`config.mk`:
```
export PLATFORM = sky130hd
export DESIGN_NAME = gpc_top
export DESIGN_NICKNAME = d
export VERILOG_FILES = /design/src/inc/gpc_pkg.sv /design/src/rtl/gpc_debounce.sv /design/src/rtl/gpc_pin.sv /design/src/rtl/gpc_top.sv
export SDC_FILE = /design/constraint.sdc
export NUM_CORES = 1
export LEC_CHECK = 0
export ABC_CLOCK_PERIOD_IN_PS = 2600
export BUFFER_PORTS_ARGS = -buffer_cell sky130_fd_sc_hd__clkbuf_2
export CAP_MARGIN = 5
export CORE_MARGIN = 2
export CORE_UTILIZATION = 54
export CTS_CLUSTER_DIAMETER = 120
export CTS_CLUSTER_SIZE = 16
export DETAILED_ROUTE_END_ITERATION = 8
export HOLD_SLACK_MARGIN = 0.02
export MAX_ROUTING_LAYER = met4
export PLACE_DENSITY_LB_ADDON = 0.15
export SLEW_MARGIN = 20
export SYNTH_ARGS = -nofsm -noshare
export SYNTH_HDL_FRONTEND = slang
export SYNTH_SLANG_ARGS = --single-unit
```
`constraint.sdc`:
```
create_clock -name pclk -period 2.6 [get_ports pclk]
set_clock_uncertainty 0.15 [all_clocks]
set_input_delay 0.26 -clock pclk [delete_from_list [all_inputs] [get_ports pclk]]
set_output_delay 0.26 -clock pclk [all_outputs]
set_load 0.05 [all_outputs]
```
`src/inc/gpc_pkg.sv`:
```
package gpc_pkg;
  // Register indices; byte address is four times the index
  localparam logic [7:0]  GPC_IDX_PIN4      = 8'h77;
  localparam logic [7:0]  GPC_IDX_PIN5      = 8'h78;
  localparam logic [7:0]  GPC_IDX_IRQ_STAT  = 8'h79;
  localparam logic [7:0]  GPC_IDX_IRQ_MASK  = 8'h7A;
  localparam logic [11:0] GPC_ADDR_PIN4     = {2'b00, GPC_IDX_PIN4, 2'b00};
  localparam logic [11:0] GPC_ADDR_PIN5     = {2'b00, GPC_IDX_PIN5, 2'b00};
  localparam logic [11:0] GPC_ADDR_IRQ_STAT = {2'b00, GPC_IDX_IRQ_STAT, 2'b00};
  localparam logic [11:0] GPC_ADDR_IRQ_MASK = {2'b00, GPC_IDX_IRQ_MASK, 2'b00};

  // Field positions
  localparam int GPC_FN_LSB  = 8;
  localparam int GPC_DIR_BIT = 7;
  localparam int GPC_OT_BIT  = 6;
  localparam int GPC_POL_BIT = 5;
  localparam int GPC_LVL_BIT = 4;
  localparam int GPC_PD_BIT  = 3;
  localparam int GPC_PU_BIT  = 2;
  localparam int GPC_TRG_BIT = 1;
  localparam int GPC_DB_BIT  = 0;
  localparam int GPC_IRQ4_BIT = 3;
  localparam int GPC_IRQ5_BIT = 4;

  localparam logic [15:0] GPC_CTRL_MASK = 16'h3FFF;
  localparam logic [15:0] GPC_IRQ_MASK_BITS = 16'h0018;

  // Reset values
  localparam logic [15:0] GPC_PIN4_RST     = 16'h0220;
  localparam logic [15:0] GPC_PIN5_RST     = 16'h01A0;
  localparam logic [15:0] GPC_IRQ_STAT_RST = 16'h0000;
  localparam logic [15:0] GPC_IRQ_MASK_RST = 16'h0018;

  // Debounce time and cycle count at 100 MHz
  localparam int GPC_CLK_MHZ       = 100;
  localparam int GPC_DEBOUNCE_US   = 10;
  localparam int GPC_DEBOUNCE_CYC  = GPC_DEBOUNCE_US * GPC_CLK_MHZ;

  typedef enum logic [5:0] {
    GPC_FN_SW_OUT   = 6'h00,
    GPC_FN_BCLK     = 6'h01,
    GPC_FN_IRQ_OUT  = 6'h02,
    GPC_FN_INPUT    = 6'h03,
    GPC_FN_BIAS_CUR = 6'h04,
    GPC_FN_BIAS_SC  = 6'h05,
    GPC_FN_LOCK     = 6'h08,
    GPC_FN_LOOP_CLK = 6'h09
  } gpc_fn_t;

  typedef struct packed {
    logic [1:0] rsvd;
    logic [5:0] fn;
    logic       dir;
    logic       otype;
    logic       pol;
    logic       lvl;
    logic       pd;
    logic       pu;
    logic       trig;
    logic       db;
  } gpc_ctrl_t;

  typedef struct packed {
    logic o;
    logic oe;
    logic pu;
    logic pd;
  } gpc_pad_t;

  typedef struct packed {
    logic bias_cur;
    logic bias_sc;
    logic lock;
    logic loop_clk;
    logic bclk;
  } gpc_src_t;
endpackage

```
`src/rtl/gpc_debounce.sv`:
```
`timescale 1ns/1ps
module gpc_debounce
  import gpc_pkg::*;
#(
  parameter int COUNT = GPC_DEBOUNCE_CYC
) (
  input  wire logic pclk,
  input  wire logic presetn,
  input  wire logic raw,
  input  wire logic enable,
  output logic      level
);
  localparam int CW = $clog2(COUNT + 1);
  localparam logic [CW-1:0] LAST = CW'(COUNT - 1);

  logic [CW-1:0] cnt_r;
  logic          stable_r;

  // (RQ11) Stable-time filter
  always_ff @(posedge pclk or negedge presetn) begin
    if (!presetn) begin
      cnt_r    <= '0;
      stable_r <= 1'b0;
    end else if (raw == stable_r) begin
      cnt_r <= '0;
    end else if (cnt_r == LAST) begin
      cnt_r    <= '0;
      stable_r <= raw;
    end else begin
      cnt_r <= cnt_r + 1'b1;
    end
  end

  // Bypass keeps filter tracking so enabling it glitches only while raw and stable_r differ
  assign level = enable ? stable_r : raw;

  // (RQ11) Level moves after full count
  a_db_hold: assert property (@(posedge pclk) disable iff (!presetn) // RQ11
    $changed(stable_r) |-> $past(cnt_r == LAST && raw != stable_r)) else $error("filter moved early");
endmodule

```
`src/rtl/gpc_pin.sv`:
```
`timescale 1ns/1ps
module gpc_pin
  import gpc_pkg::*;
#(
  parameter bit HAS_BCLK = 1'b0,
  parameter int DB_COUNT = GPC_DEBOUNCE_CYC
) (
  input  wire logic      pclk,
  input  wire logic      presetn,
  input  wire gpc_ctrl_t ctrl,
  input  wire gpc_src_t  src,
  input  wire logic      irq_level,
  input  wire logic      pad_i,
  output gpc_pad_t       pad,
  output logic           event_p,
  output logic           active
);
  logic sync1_r, sync2_r, filt, prev_r, drive;

  // Two-stage synchroniser; first stage feeds only the second
  always_ff @(posedge pclk or negedge presetn) begin
    if (!presetn) begin
      sync1_r <= 1'b0;
      sync2_r <= 1'b0;
    end else begin
      sync1_r <= pad_i;
      sync2_r <= sync1_r;
    end
  end

  // (RQ8) Optional debounce
  gpc_debounce #(.COUNT(DB_COUNT)) u_db (
    .pclk    (pclk),
    .presetn (presetn),
    .raw     (sync2_r),
    .enable  (ctrl.db),
    .level   (filt)
  );

  // (RQ12) Polarity before detection
  assign active = ctrl.pol ? filt : ~filt;

  always_ff @(posedge pclk or negedge presetn) begin
    if (!presetn) begin
      prev_r <= 1'b0;
    end else begin
      prev_r <= active;
    end
  end

  // (RQ8) Level or edge trigger, input mode only
  assign event_p = ctrl.dir && (ctrl.fn == GPC_FN_INPUT) &&
                   (ctrl.trig ? (active && !prev_r) : active);

  // (RQ1) Function routing; reserved codes drive low
  always_comb begin
    case (ctrl.fn)
      GPC_FN_SW_OUT:   drive = ctrl.lvl;
      GPC_FN_BCLK:     drive = HAS_BCLK ? src.bclk : 1'b0;
      GPC_FN_IRQ_OUT:  drive = irq_level;
      GPC_FN_BIAS_CUR: drive = src.bias_cur;
      GPC_FN_BIAS_SC:  drive = src.bias_sc;
      GPC_FN_LOCK:     drive = src.lock;
      GPC_FN_LOOP_CLK: drive = src.loop_clk;
      // (RQ3) Reserved codes drive low
      default:         drive = 1'b0;
    endcase
  end

  // (RQ4) Direction and CMOS or open-drain drive
  assign pad.o  = ctrl.otype ? 1'b0 : drive;
  assign pad.oe = !ctrl.dir && (ctrl.otype ? !drive : 1'b1);
  // (RQ6) Pull-down enable
  assign pad.pd = ctrl.pd;
  // (RQ7) Pull-up enable
  assign pad.pu = ctrl.pu;
endmodule

```
`src/rtl/gpc_top.sv`:
```
// Register access over APB was decided locally.
`timescale 1ns/1ps
// Notes on behaviour
// (RQ1) Pin4 selector bits 13:8, reset 02h
// (RQ2) Pin5 same codes, 01h bit clock, reset 01h
// (RQ3) Reserved codes undefined; here drive low
// (RQ4) Pin4 level, direction, output type bits
// (RQ5) Pin5 level bit4; reset input, CMOS
// (RQ6) Bit3 enables weak pull-down
// (RQ7) Bit2 enables weak pull-up
// (RQ8) Polarity, trigger mode, debounce enable bits
// (RQ9) Status flags bits 3 and 4
// (RQ10) Pin5 event masked until mask cleared
// (RQ11) Debounce needs stable level for count
// (RQ12) Polarity applied before edge/level detect
module gpc_top
  import gpc_pkg::*;
#(
  parameter int DB_COUNT = GPC_DEBOUNCE_CYC
) (
  input  wire logic        pclk,
  input  wire logic        presetn,
  input  wire logic        psel,
  input  wire logic        penable,
  input  wire logic        pwrite,
  input  wire logic [11:0] paddr,
  input  wire logic [31:0] pwdata,
  output logic      [31:0] prdata,
  output logic             pready,
  output logic             pslverr,
  input  wire gpc_src_t    src,
  input  wire logic        pin4_i,
  output gpc_pad_t         pin4_pad,
  input  wire logic        pin5_i,
  output gpc_pad_t         pin5_pad,
  output logic             irq
);
  gpc_ctrl_t   pin4_r, pin5_r;
  logic [15:0] stat_r, mask_r;
  logic [31:0] prdata_r;
  logic        wr_en, rd_en, hit;
  logic        ev4, ev5, act4, act5;
  logic [15:0] set_v;

  assign wr_en   = psel && penable && pwrite;
  assign rd_en   = psel && penable && !pwrite;
  assign pready  = 1'b1;
  assign hit     = (paddr == GPC_ADDR_PIN4) || (paddr == GPC_ADDR_PIN5) ||
                   (paddr == GPC_ADDR_IRQ_STAT) || (paddr == GPC_ADDR_IRQ_MASK);
  // Unmapped address answers with an error, reads zero
  assign pslverr = psel && penable && !hit;
  assign prdata  = prdata_r;

  // (RQ1) Pin4 control register with reset value
  always_ff @(posedge pclk or negedge presetn) begin
    if (!presetn) begin
      pin4_r <= gpc_ctrl_t'(GPC_PIN4_RST);
    end else if (wr_en && paddr == GPC_ADDR_PIN4) begin
      pin4_r <= gpc_ctrl_t'(pwdata[15:0] & GPC_CTRL_MASK);
    end
  end

  // (RQ2) Pin5 control register, input after reset
  always_ff @(posedge pclk or negedge presetn) begin
    if (!presetn) begin
      pin5_r <= gpc_ctrl_t'(GPC_PIN5_RST);
    end else if (wr_en && paddr == GPC_ADDR_PIN5) begin
      pin5_r <= gpc_ctrl_t'(pwdata[15:0] & GPC_CTRL_MASK);
    end
  end

  // (RQ9) Sticky flags; set wins over write-one clear
  always_comb begin
    set_v = '0;
    set_v[GPC_IRQ4_BIT] = ev4;
    set_v[GPC_IRQ5_BIT] = ev5;
  end

  always_ff @(posedge pclk or negedge presetn) begin
    if (!presetn) begin
      stat_r <= GPC_IRQ_STAT_RST;
    end else if (wr_en && paddr == GPC_ADDR_IRQ_STAT) begin
      stat_r <= (stat_r & ~pwdata[15:0]) | set_v;
    end else begin
      stat_r <= stat_r | set_v;
    end
  end

  // (RQ10) Mask resets to masked
  always_ff @(posedge pclk or negedge presetn) begin
    if (!presetn) begin
      mask_r <= GPC_IRQ_MASK_RST;
    end else if (wr_en && paddr == GPC_ADDR_IRQ_MASK) begin
      mask_r <= pwdata[15:0] & GPC_IRQ_MASK_BITS;
    end
  end

  // (RQ10) Only unmasked flags raise the output
  assign irq = |(stat_r & ~mask_r);

  always_ff @(posedge pclk or negedge presetn) begin
    if (!presetn) begin
      prdata_r <= '0;
    end else if (psel && !penable && !pwrite) begin
      case (paddr)
        GPC_ADDR_PIN4:     prdata_r <= {16'h0000, 16'(pin4_r)};
        GPC_ADDR_PIN5:     prdata_r <= {16'h0000, 16'(pin5_r)};
        GPC_ADDR_IRQ_STAT: prdata_r <= {16'h0000, stat_r};
        GPC_ADDR_IRQ_MASK: prdata_r <= {16'h0000, mask_r};
        default:           prdata_r <= '0;
      endcase
    end
  end

  // (RQ4) Pin4 drive, no bit clock
  gpc_pin #(.HAS_BCLK(1'b0), .DB_COUNT(DB_COUNT)) u_pin4 (
    .pclk      (pclk),
    .presetn   (presetn),
    .ctrl      (pin4_r),
    .src       (src),
    .irq_level (irq),
    .pad_i     (pin4_i),
    .pad       (pin4_pad),
    .event_p   (ev4),
    .active    (act4)
  );

  // (RQ5) Pin5 drive with bit clock option
  gpc_pin #(.HAS_BCLK(1'b1), .DB_COUNT(DB_COUNT)) u_pin5 (
    .pclk      (pclk),
    .presetn   (presetn),
    .ctrl      (pin5_r),
    .src       (src),
    .irq_level (irq),
    .pad_i     (pin5_i),
    .pad       (pin5_pad),
    .event_p   (ev5),
    .active    (act5)
  );

  // Helper: pin5 event seen last cycle
  logic ev5_d_r;
  always_ff @(posedge pclk or negedge presetn) begin
    if (!presetn) begin
      ev5_d_r <= 1'b0;
    end else begin
      ev5_d_r <= ev5;
    end
  end

  // (RQ9) Flag follows event
  a_flag_sets4: assert property (@(posedge pclk) disable iff (!presetn) // RQ9
    ev4 |=> stat_r[GPC_IRQ4_BIT]) else $error("pin4 flag not set");
  // (RQ9) Flag follows event
  a_flag_sets5: assert property (@(posedge pclk) disable iff (!presetn) // RQ9
    ev5 |=> stat_r[GPC_IRQ5_BIT]) else $error("pin5 flag not set");
  // (RQ10) Masked flag silent
  a_mask_gates: assert property (@(posedge pclk) disable iff (!presetn) // RQ10
    (mask_r[GPC_IRQ5_BIT] && stat_r == 16'h0010) |-> !irq) else $error("masked flag raised irq");
  // (RQ10) Unmasked flag raises
  a_irq_unmask: assert property (@(posedge pclk) disable iff (!presetn) // RQ10
    (ev5_d_r && !mask_r[GPC_IRQ5_BIT]) |-> irq) else $error("unmasked flag lost");
  // (RQ4) Software level driven
  a_sw_level: assert property (@(posedge pclk) disable iff (!presetn) // RQ4
    (pin4_r.fn == 6'h00 && !pin4_r.dir && !pin4_r.otype) |-> (pin4_pad.oe && pin4_pad.o == pin4_r.lvl))
    else $error("pin4 level not driven");
  // (RQ5) Input stays undriven
  a_input_hiz: assert property (@(posedge pclk) disable iff (!presetn) // RQ5
    pin5_r.dir |-> !pin5_pad.oe) else $error("input pin driven");
  // (RQ2) Bit clock routed
  a_bclk_route: assert property (@(posedge pclk) disable iff (!presetn) // RQ2
    (pin5_r.fn == 6'h01 && !pin5_r.otype) |-> pin5_pad.o == src.bclk) else $error("bclk not routed");
  // (RQ3) Reserved code low
  a_pin4_nobclk: assert property (@(posedge pclk) disable iff (!presetn) // RQ3
    (pin4_r.fn == 6'h01) |-> !pin4_pad.o) else $error("reserved code drove high");
  // (RQ6) Pull-down passes
  a_pull_dn: assert property (@(posedge pclk) disable iff (!presetn) // RQ6
    pin4_pad.pd == pin4_r.pd && pin5_pad.pd == pin5_r.pd) else $error("pull-down mismatch");
  // (RQ7) Pull-up passes
  a_pull_up: assert property (@(posedge pclk) disable iff (!presetn) // RQ7
    pin4_pad.pu == pin4_r.pu && pin5_pad.pu == pin5_r.pu) else $error("pull-up mismatch");
  // (RQ12) One event per edge; settings unchanged
  a_edge_once: assert property (@(posedge pclk) disable iff (!presetn) // RQ12
    (pin5_r.trig && ev5 ##1 $stable(pin5_r)) |-> !ev5) else $error("edge event repeated");
  // (RQ1) Interrupt routed out
  a_irq_pin: assert property (@(posedge pclk) disable iff (!presetn) // RQ1
    (pin4_r.fn == 6'h02 && !pin4_r.otype) |-> pin4_pad.o == irq) else $error("irq not routed");
  // (RQ8) Level event needs active
  a_db_polar: assert property (@(posedge pclk) disable iff (!presetn) // RQ8
    (ev4 && !pin4_r.trig) |-> act4) else $error("event without active level");
endmodule

```
==> metrics.cfg <==
[critical_path]
setup_crit_start_kind = flop
timing_worst_setup_path_type = flop to output port
cp_max_fo = 5
timing.critical_path.arrival_ns = 2.21
timing.critical_path.to_type = output port
worst_ep_required_time_ns = 2.19

[timing]
achievable-frequency_mhz = 381
finalCriticalPeriod_ns = 2.62
grt_setup_unrepaired = true
report.final.hold_viol_count = 0
fin_ws_ns = -0.0221
timing.final.crit_share_pct = 101
worst_pin_slew_ns = 0.601
finalSetupViolCount = 1
maxSlewHeadroom_pct = 59.9
drv_slew = 0

[power]
vdd_ir_drop_max_mv = 0.288
static-leakage-power_nw = 2.42
power_per_cell_area_mw_per_mm2 = 487

[yosys]
register_bit_total_from_synthesis = 90
synthesis.area_sq_mm = 0.00439
synth-adder-area-share_pct = 0.571
synth.yosys.seq_area_share_pct = 51.6
synthMuxAreaShare_pct = 10.7
post_synth_num_cell_types = 58
synth_xor_xnor_area_share_pct = 3.99
synthFlopType = sky130_fd_sc_hd__dfrtp_1
synth_async_sr_flop_share_pct = 100
synth_largest_type_area_fraction_pct = 47.4
synth-edff-count = 0
synth_simple_gate_area_share_pct = 16.9
syn_area_per_cell_sq_um = 11.6
synth_top_family_by_area = simple AND/OR/NAND/NOR gates
synth_compound_gate_area_share_pct = 10.3
synthCells = 377
synth_area_leader_cell = sky130_fd_sc_hd__dfrtp_1
synth.yosys.warnings = 0
post_synth_main_area_contributors = sky130_fd_sc_hd__dfrtp_1, sky130_fd_sc_hd__dfstp_2, sky130_fd_sc_hd__buf_4

[routing]
post_drt_via_cell_ratio = 5.67
drcViolationCount = 0
drt-total-wl_um = 9750
drt_first_pass_iters = 5
final_antenna_net_count = 0
detailedRoute.firstIterationViolations = 229
detailroute.via_count = 3215
route.detailed.wl_per_inst_um = 17.2

[floorplanning]
core-area_sq_mm = 0.00781
starting_density_of_the_core_pct = 56.2
die_h_um = 94.1
floorplan.rows = 32
io_pins = 99
die-area_sq_mm = 0.00886
die_wd_um = 94.1

[status]
violations = setup timing
run_status = finished with violations

[placement]
dp.final_hpwl_um = 6860
pre_cts_ws_ns = 0.278
gp_congestion = 0.905
portBuffers = 65

[grt]
initial_antenna_violation_count = 0
gr-usage-all-layers_pct = 24.2
grt_pass1_vias = 3156
grt_start_max_net_pins = 39
global_route_wire_length_before_repair_um = 15900
globalRouteOverflowTotal = 0

[finish]
finalNetCount = 518
register_area_sq_mm = 0.00226
layout-drive-gt1-share_pct = 29.7
fin_util_pct = 66.5
area_of_the_multi_input_gates_sq_mm = 0.00200
fillerInstances = 629
diodes = 0
area_growth_syn_to_layout_pct = 18.3

[clock_network]
cts.reportedPaths.clkPinSlew_ns = 0.09
cts_max_level = 3
cts-root-to-sink-buffers = 2
cts_tree = done
tritoncts.num_buffers = 9
clock_insertion_delay_worst_skew_ns = 0.35
numClockSinks = 90
root_buffer_selected_by_cts = sky130_fd_sc_hd__clkbuf_8

[job]
timing.max_cap.violations = 0

[min_path]
hp-class = input pin to flop

report_power, final:
group          leakage, nW  total [W]  internal (W)  switching, W
clock               0.0919   0.000903      0.000403      0.000499
sequential            1.21    0.00142       0.00141    0.00000928
combinational         1.12   0.000204     0.0000646      0.000140
total                 2.42    0.00253       0.00188      0.000648
final cells by class:
class / count / share of cell area (%)
flip-flops and latches: 90 / 43.6
clock buffers: 11 / 2.92
multi-input cells: 264 / 38.5
repair buffers: 91 / 11.6
inverters: 4 / 0.289
well taps: 102 / 2.46
clock inverters: 5 / 0.723
cell usage in the layout (no fill, tap or decap), drive strengths merged, types with 3 or more instances in the layout:
cell / netlist / layout
clkbuf: 5 / 74
conb: 2 / 17
or3: 3 / 3
a222oi: 12 / 12
nor2: 21 / 21
mux2i: 7 / 7
inv: 4 / 5
nand2: 32 / 32
dfrtp: 83 / 83
xor2: 11 / 11
nor3b: 6 / 6
nor2b: 4 / 4
nand3: 12 / 12
nor3: 10 / 10
nor4b: 5 / 5
xnor2: 9 / 9
o21ai: 16 / 16
and3: 7 / 7
and4: 7 / 7
nand4: 5 / 5
a21boi: 14 / 14
buf: 29 / 11
dlygate4sd3: 0 / 17
and2: 3 / 3
mux2: 32 / 32
dfstp: 7 / 7
nor4: 6 / 6
final timing paths:
kind | end | depth (start not counted) | slack, ns | startpoint
min in group asynchronous | prdata[10]$_DFFE_PN0P_ | 2 | 0.24 | presetn
max in group asynchronous | pin4_r[5]$_DFFE_PN1P_ | 3 | 1.41 | presetn
hold reg to reg | u_pin4.sync2_r$_DFF_PN0_ | 0 | 0.20 | u_pin4.sync1_r$_DFF_PN0_
hold / removal | pin5_r[3]$_DFFE_PN0P_ | 2 | 0.04 | pwdata[3]
setup reg to reg | u_pin5.u_db.cnt_r[5]$_DFF_PN0_ | 5 | 0.80 | u_pin5.u_db.cnt_r[0]$_DFF_PN0_
setup / recovery | pin5_pad[2] | 5 | -0.02 | pin5_r[8]$_DFFE_PN1P_
cells in the mapped netlist (3+ instances only):
cell type                  count
sky130_fd_sc_hd__nand4_1       5
sky130_fd_sc_hd__mux2_4       10
sky130_fd_sc_hd__nor3_1        7
sky130_fd_sc_hd__mux2i_1       7
sky130_fd_sc_hd__xor2_1       11
sky130_fd_sc_hd__and3_1        7
sky130_fd_sc_hd__buf_4        22
sky130_fd_sc_hd__clkbuf_1      5
sky130_fd_sc_hd__mux2_1       10
sky130_fd_sc_hd__nor2_1       21
sky130_fd_sc_hd__nand3_1      12
sky130_fd_sc_hd__nand2_1      31
sky130_fd_sc_hd__o21ai_0       3
sky130_fd_sc_hd__and4_1        7
sky130_fd_sc_hd__buf_2         4
sky130_fd_sc_hd__xnor2_1       9
sky130_fd_sc_hd__and2_1        3
sky130_fd_sc_hd__nor3b_1       6
sky130_fd_sc_hd__a222oi_1     12
sky130_fd_sc_hd__nor4b_1       4
sky130_fd_sc_hd__o21ai_1      13
sky130_fd_sc_hd__inv_1         4
sky130_fd_sc_hd__dfrtp_1      83
sky130_fd_sc_hd__nor2b_1       4
sky130_fd_sc_hd__mux2_2       12
sky130_fd_sc_hd__nor4_1        6
sky130_fd_sc_hd__dfstp_2       7
sky130_fd_sc_hd__a21boi_0     14
sky130_fd_sc_hd__buf_6         3
sequential cells by signal, summed over array words and instances (netlist names):
register / count
mask_r: 2
pin4_r: 14
pin5_r: 14
prdata: 16
stat_r: 16
u_pin4.prev_r: 1
u_pin4.sync1_r: 1
u_pin4.sync2_r: 1
u_pin4.u_db.cnt_r: 10
u_pin4.u_db.stable_r: 1
u_pin5.prev_r: 1
u_pin5.sync1_r: 1
u_pin5.sync2_r: 1
u_pin5.u_db.cnt_r: 10
u_pin5.u_db.stable_r: 1
per-layer routing:
metal	part of all wire (%)	GRT usage [%]	vias to the layer above
li1	-	-	1503
met1	47	34.9	1587
met2	47	36.0	111
met3	4.6	3.13	14
met4	1.5	7.85	0
met5	0	-	-
what timing repair did:
action	4_1_cts	5_1_grt
hold buffers	17	0
pin swaps	3	2
buffers inserted	1	0
setup endpoints to repair	2	4
resized for setup	4	11
hold endpoints to repair	65	0
critical path, cell delays in order, from the launching register on:
cell and delay [ns]:
sky130_fd_sc_hd__dfstp_2 0.62, sky130_fd_sc_hd__mux2i_2 0.25, sky130_fd_sc_hd__nor3b_2 0.08, sky130_fd_sc_hd__or3_4 0.40, sky130_fd_sc_hd__a221oi_4 0.31, sky130_fd_sc_hd__buf_8 0.19
through the flow:
step	instances	total power, W	instance area (sq um)	hold WS (ns)	TNS [ns]
floorplan	392	0.00156	4460	-0.186	0
detailed placement	533	0.00163	4750	0.0935	0
global route	567	0.00263	5190	0.0389	-0.121
global placement	533	0.00163	4750	0.0940	0
CTS	567	0.00255	5130	0.0227	-0.00227
finish	567	0.00253	5190	0.0373	-0.0221
cell families (layout without fill, tap and decap cells):
logic type | after synthesis | after routing
XOR/XNOR | 20 | 20
other | 2 | 17
AND/OR/NAND/NOR | 128 | 128
multiplexers | 39 | 39
adder cells (fa/ha/maj) | 2 | 2
flip-flops | 90 | 90
AO/OA/AOI/OAI | 58 | 58
buffers and inverters | 38 | 111
Note: power is estimated with default switching activity, not from simulation.
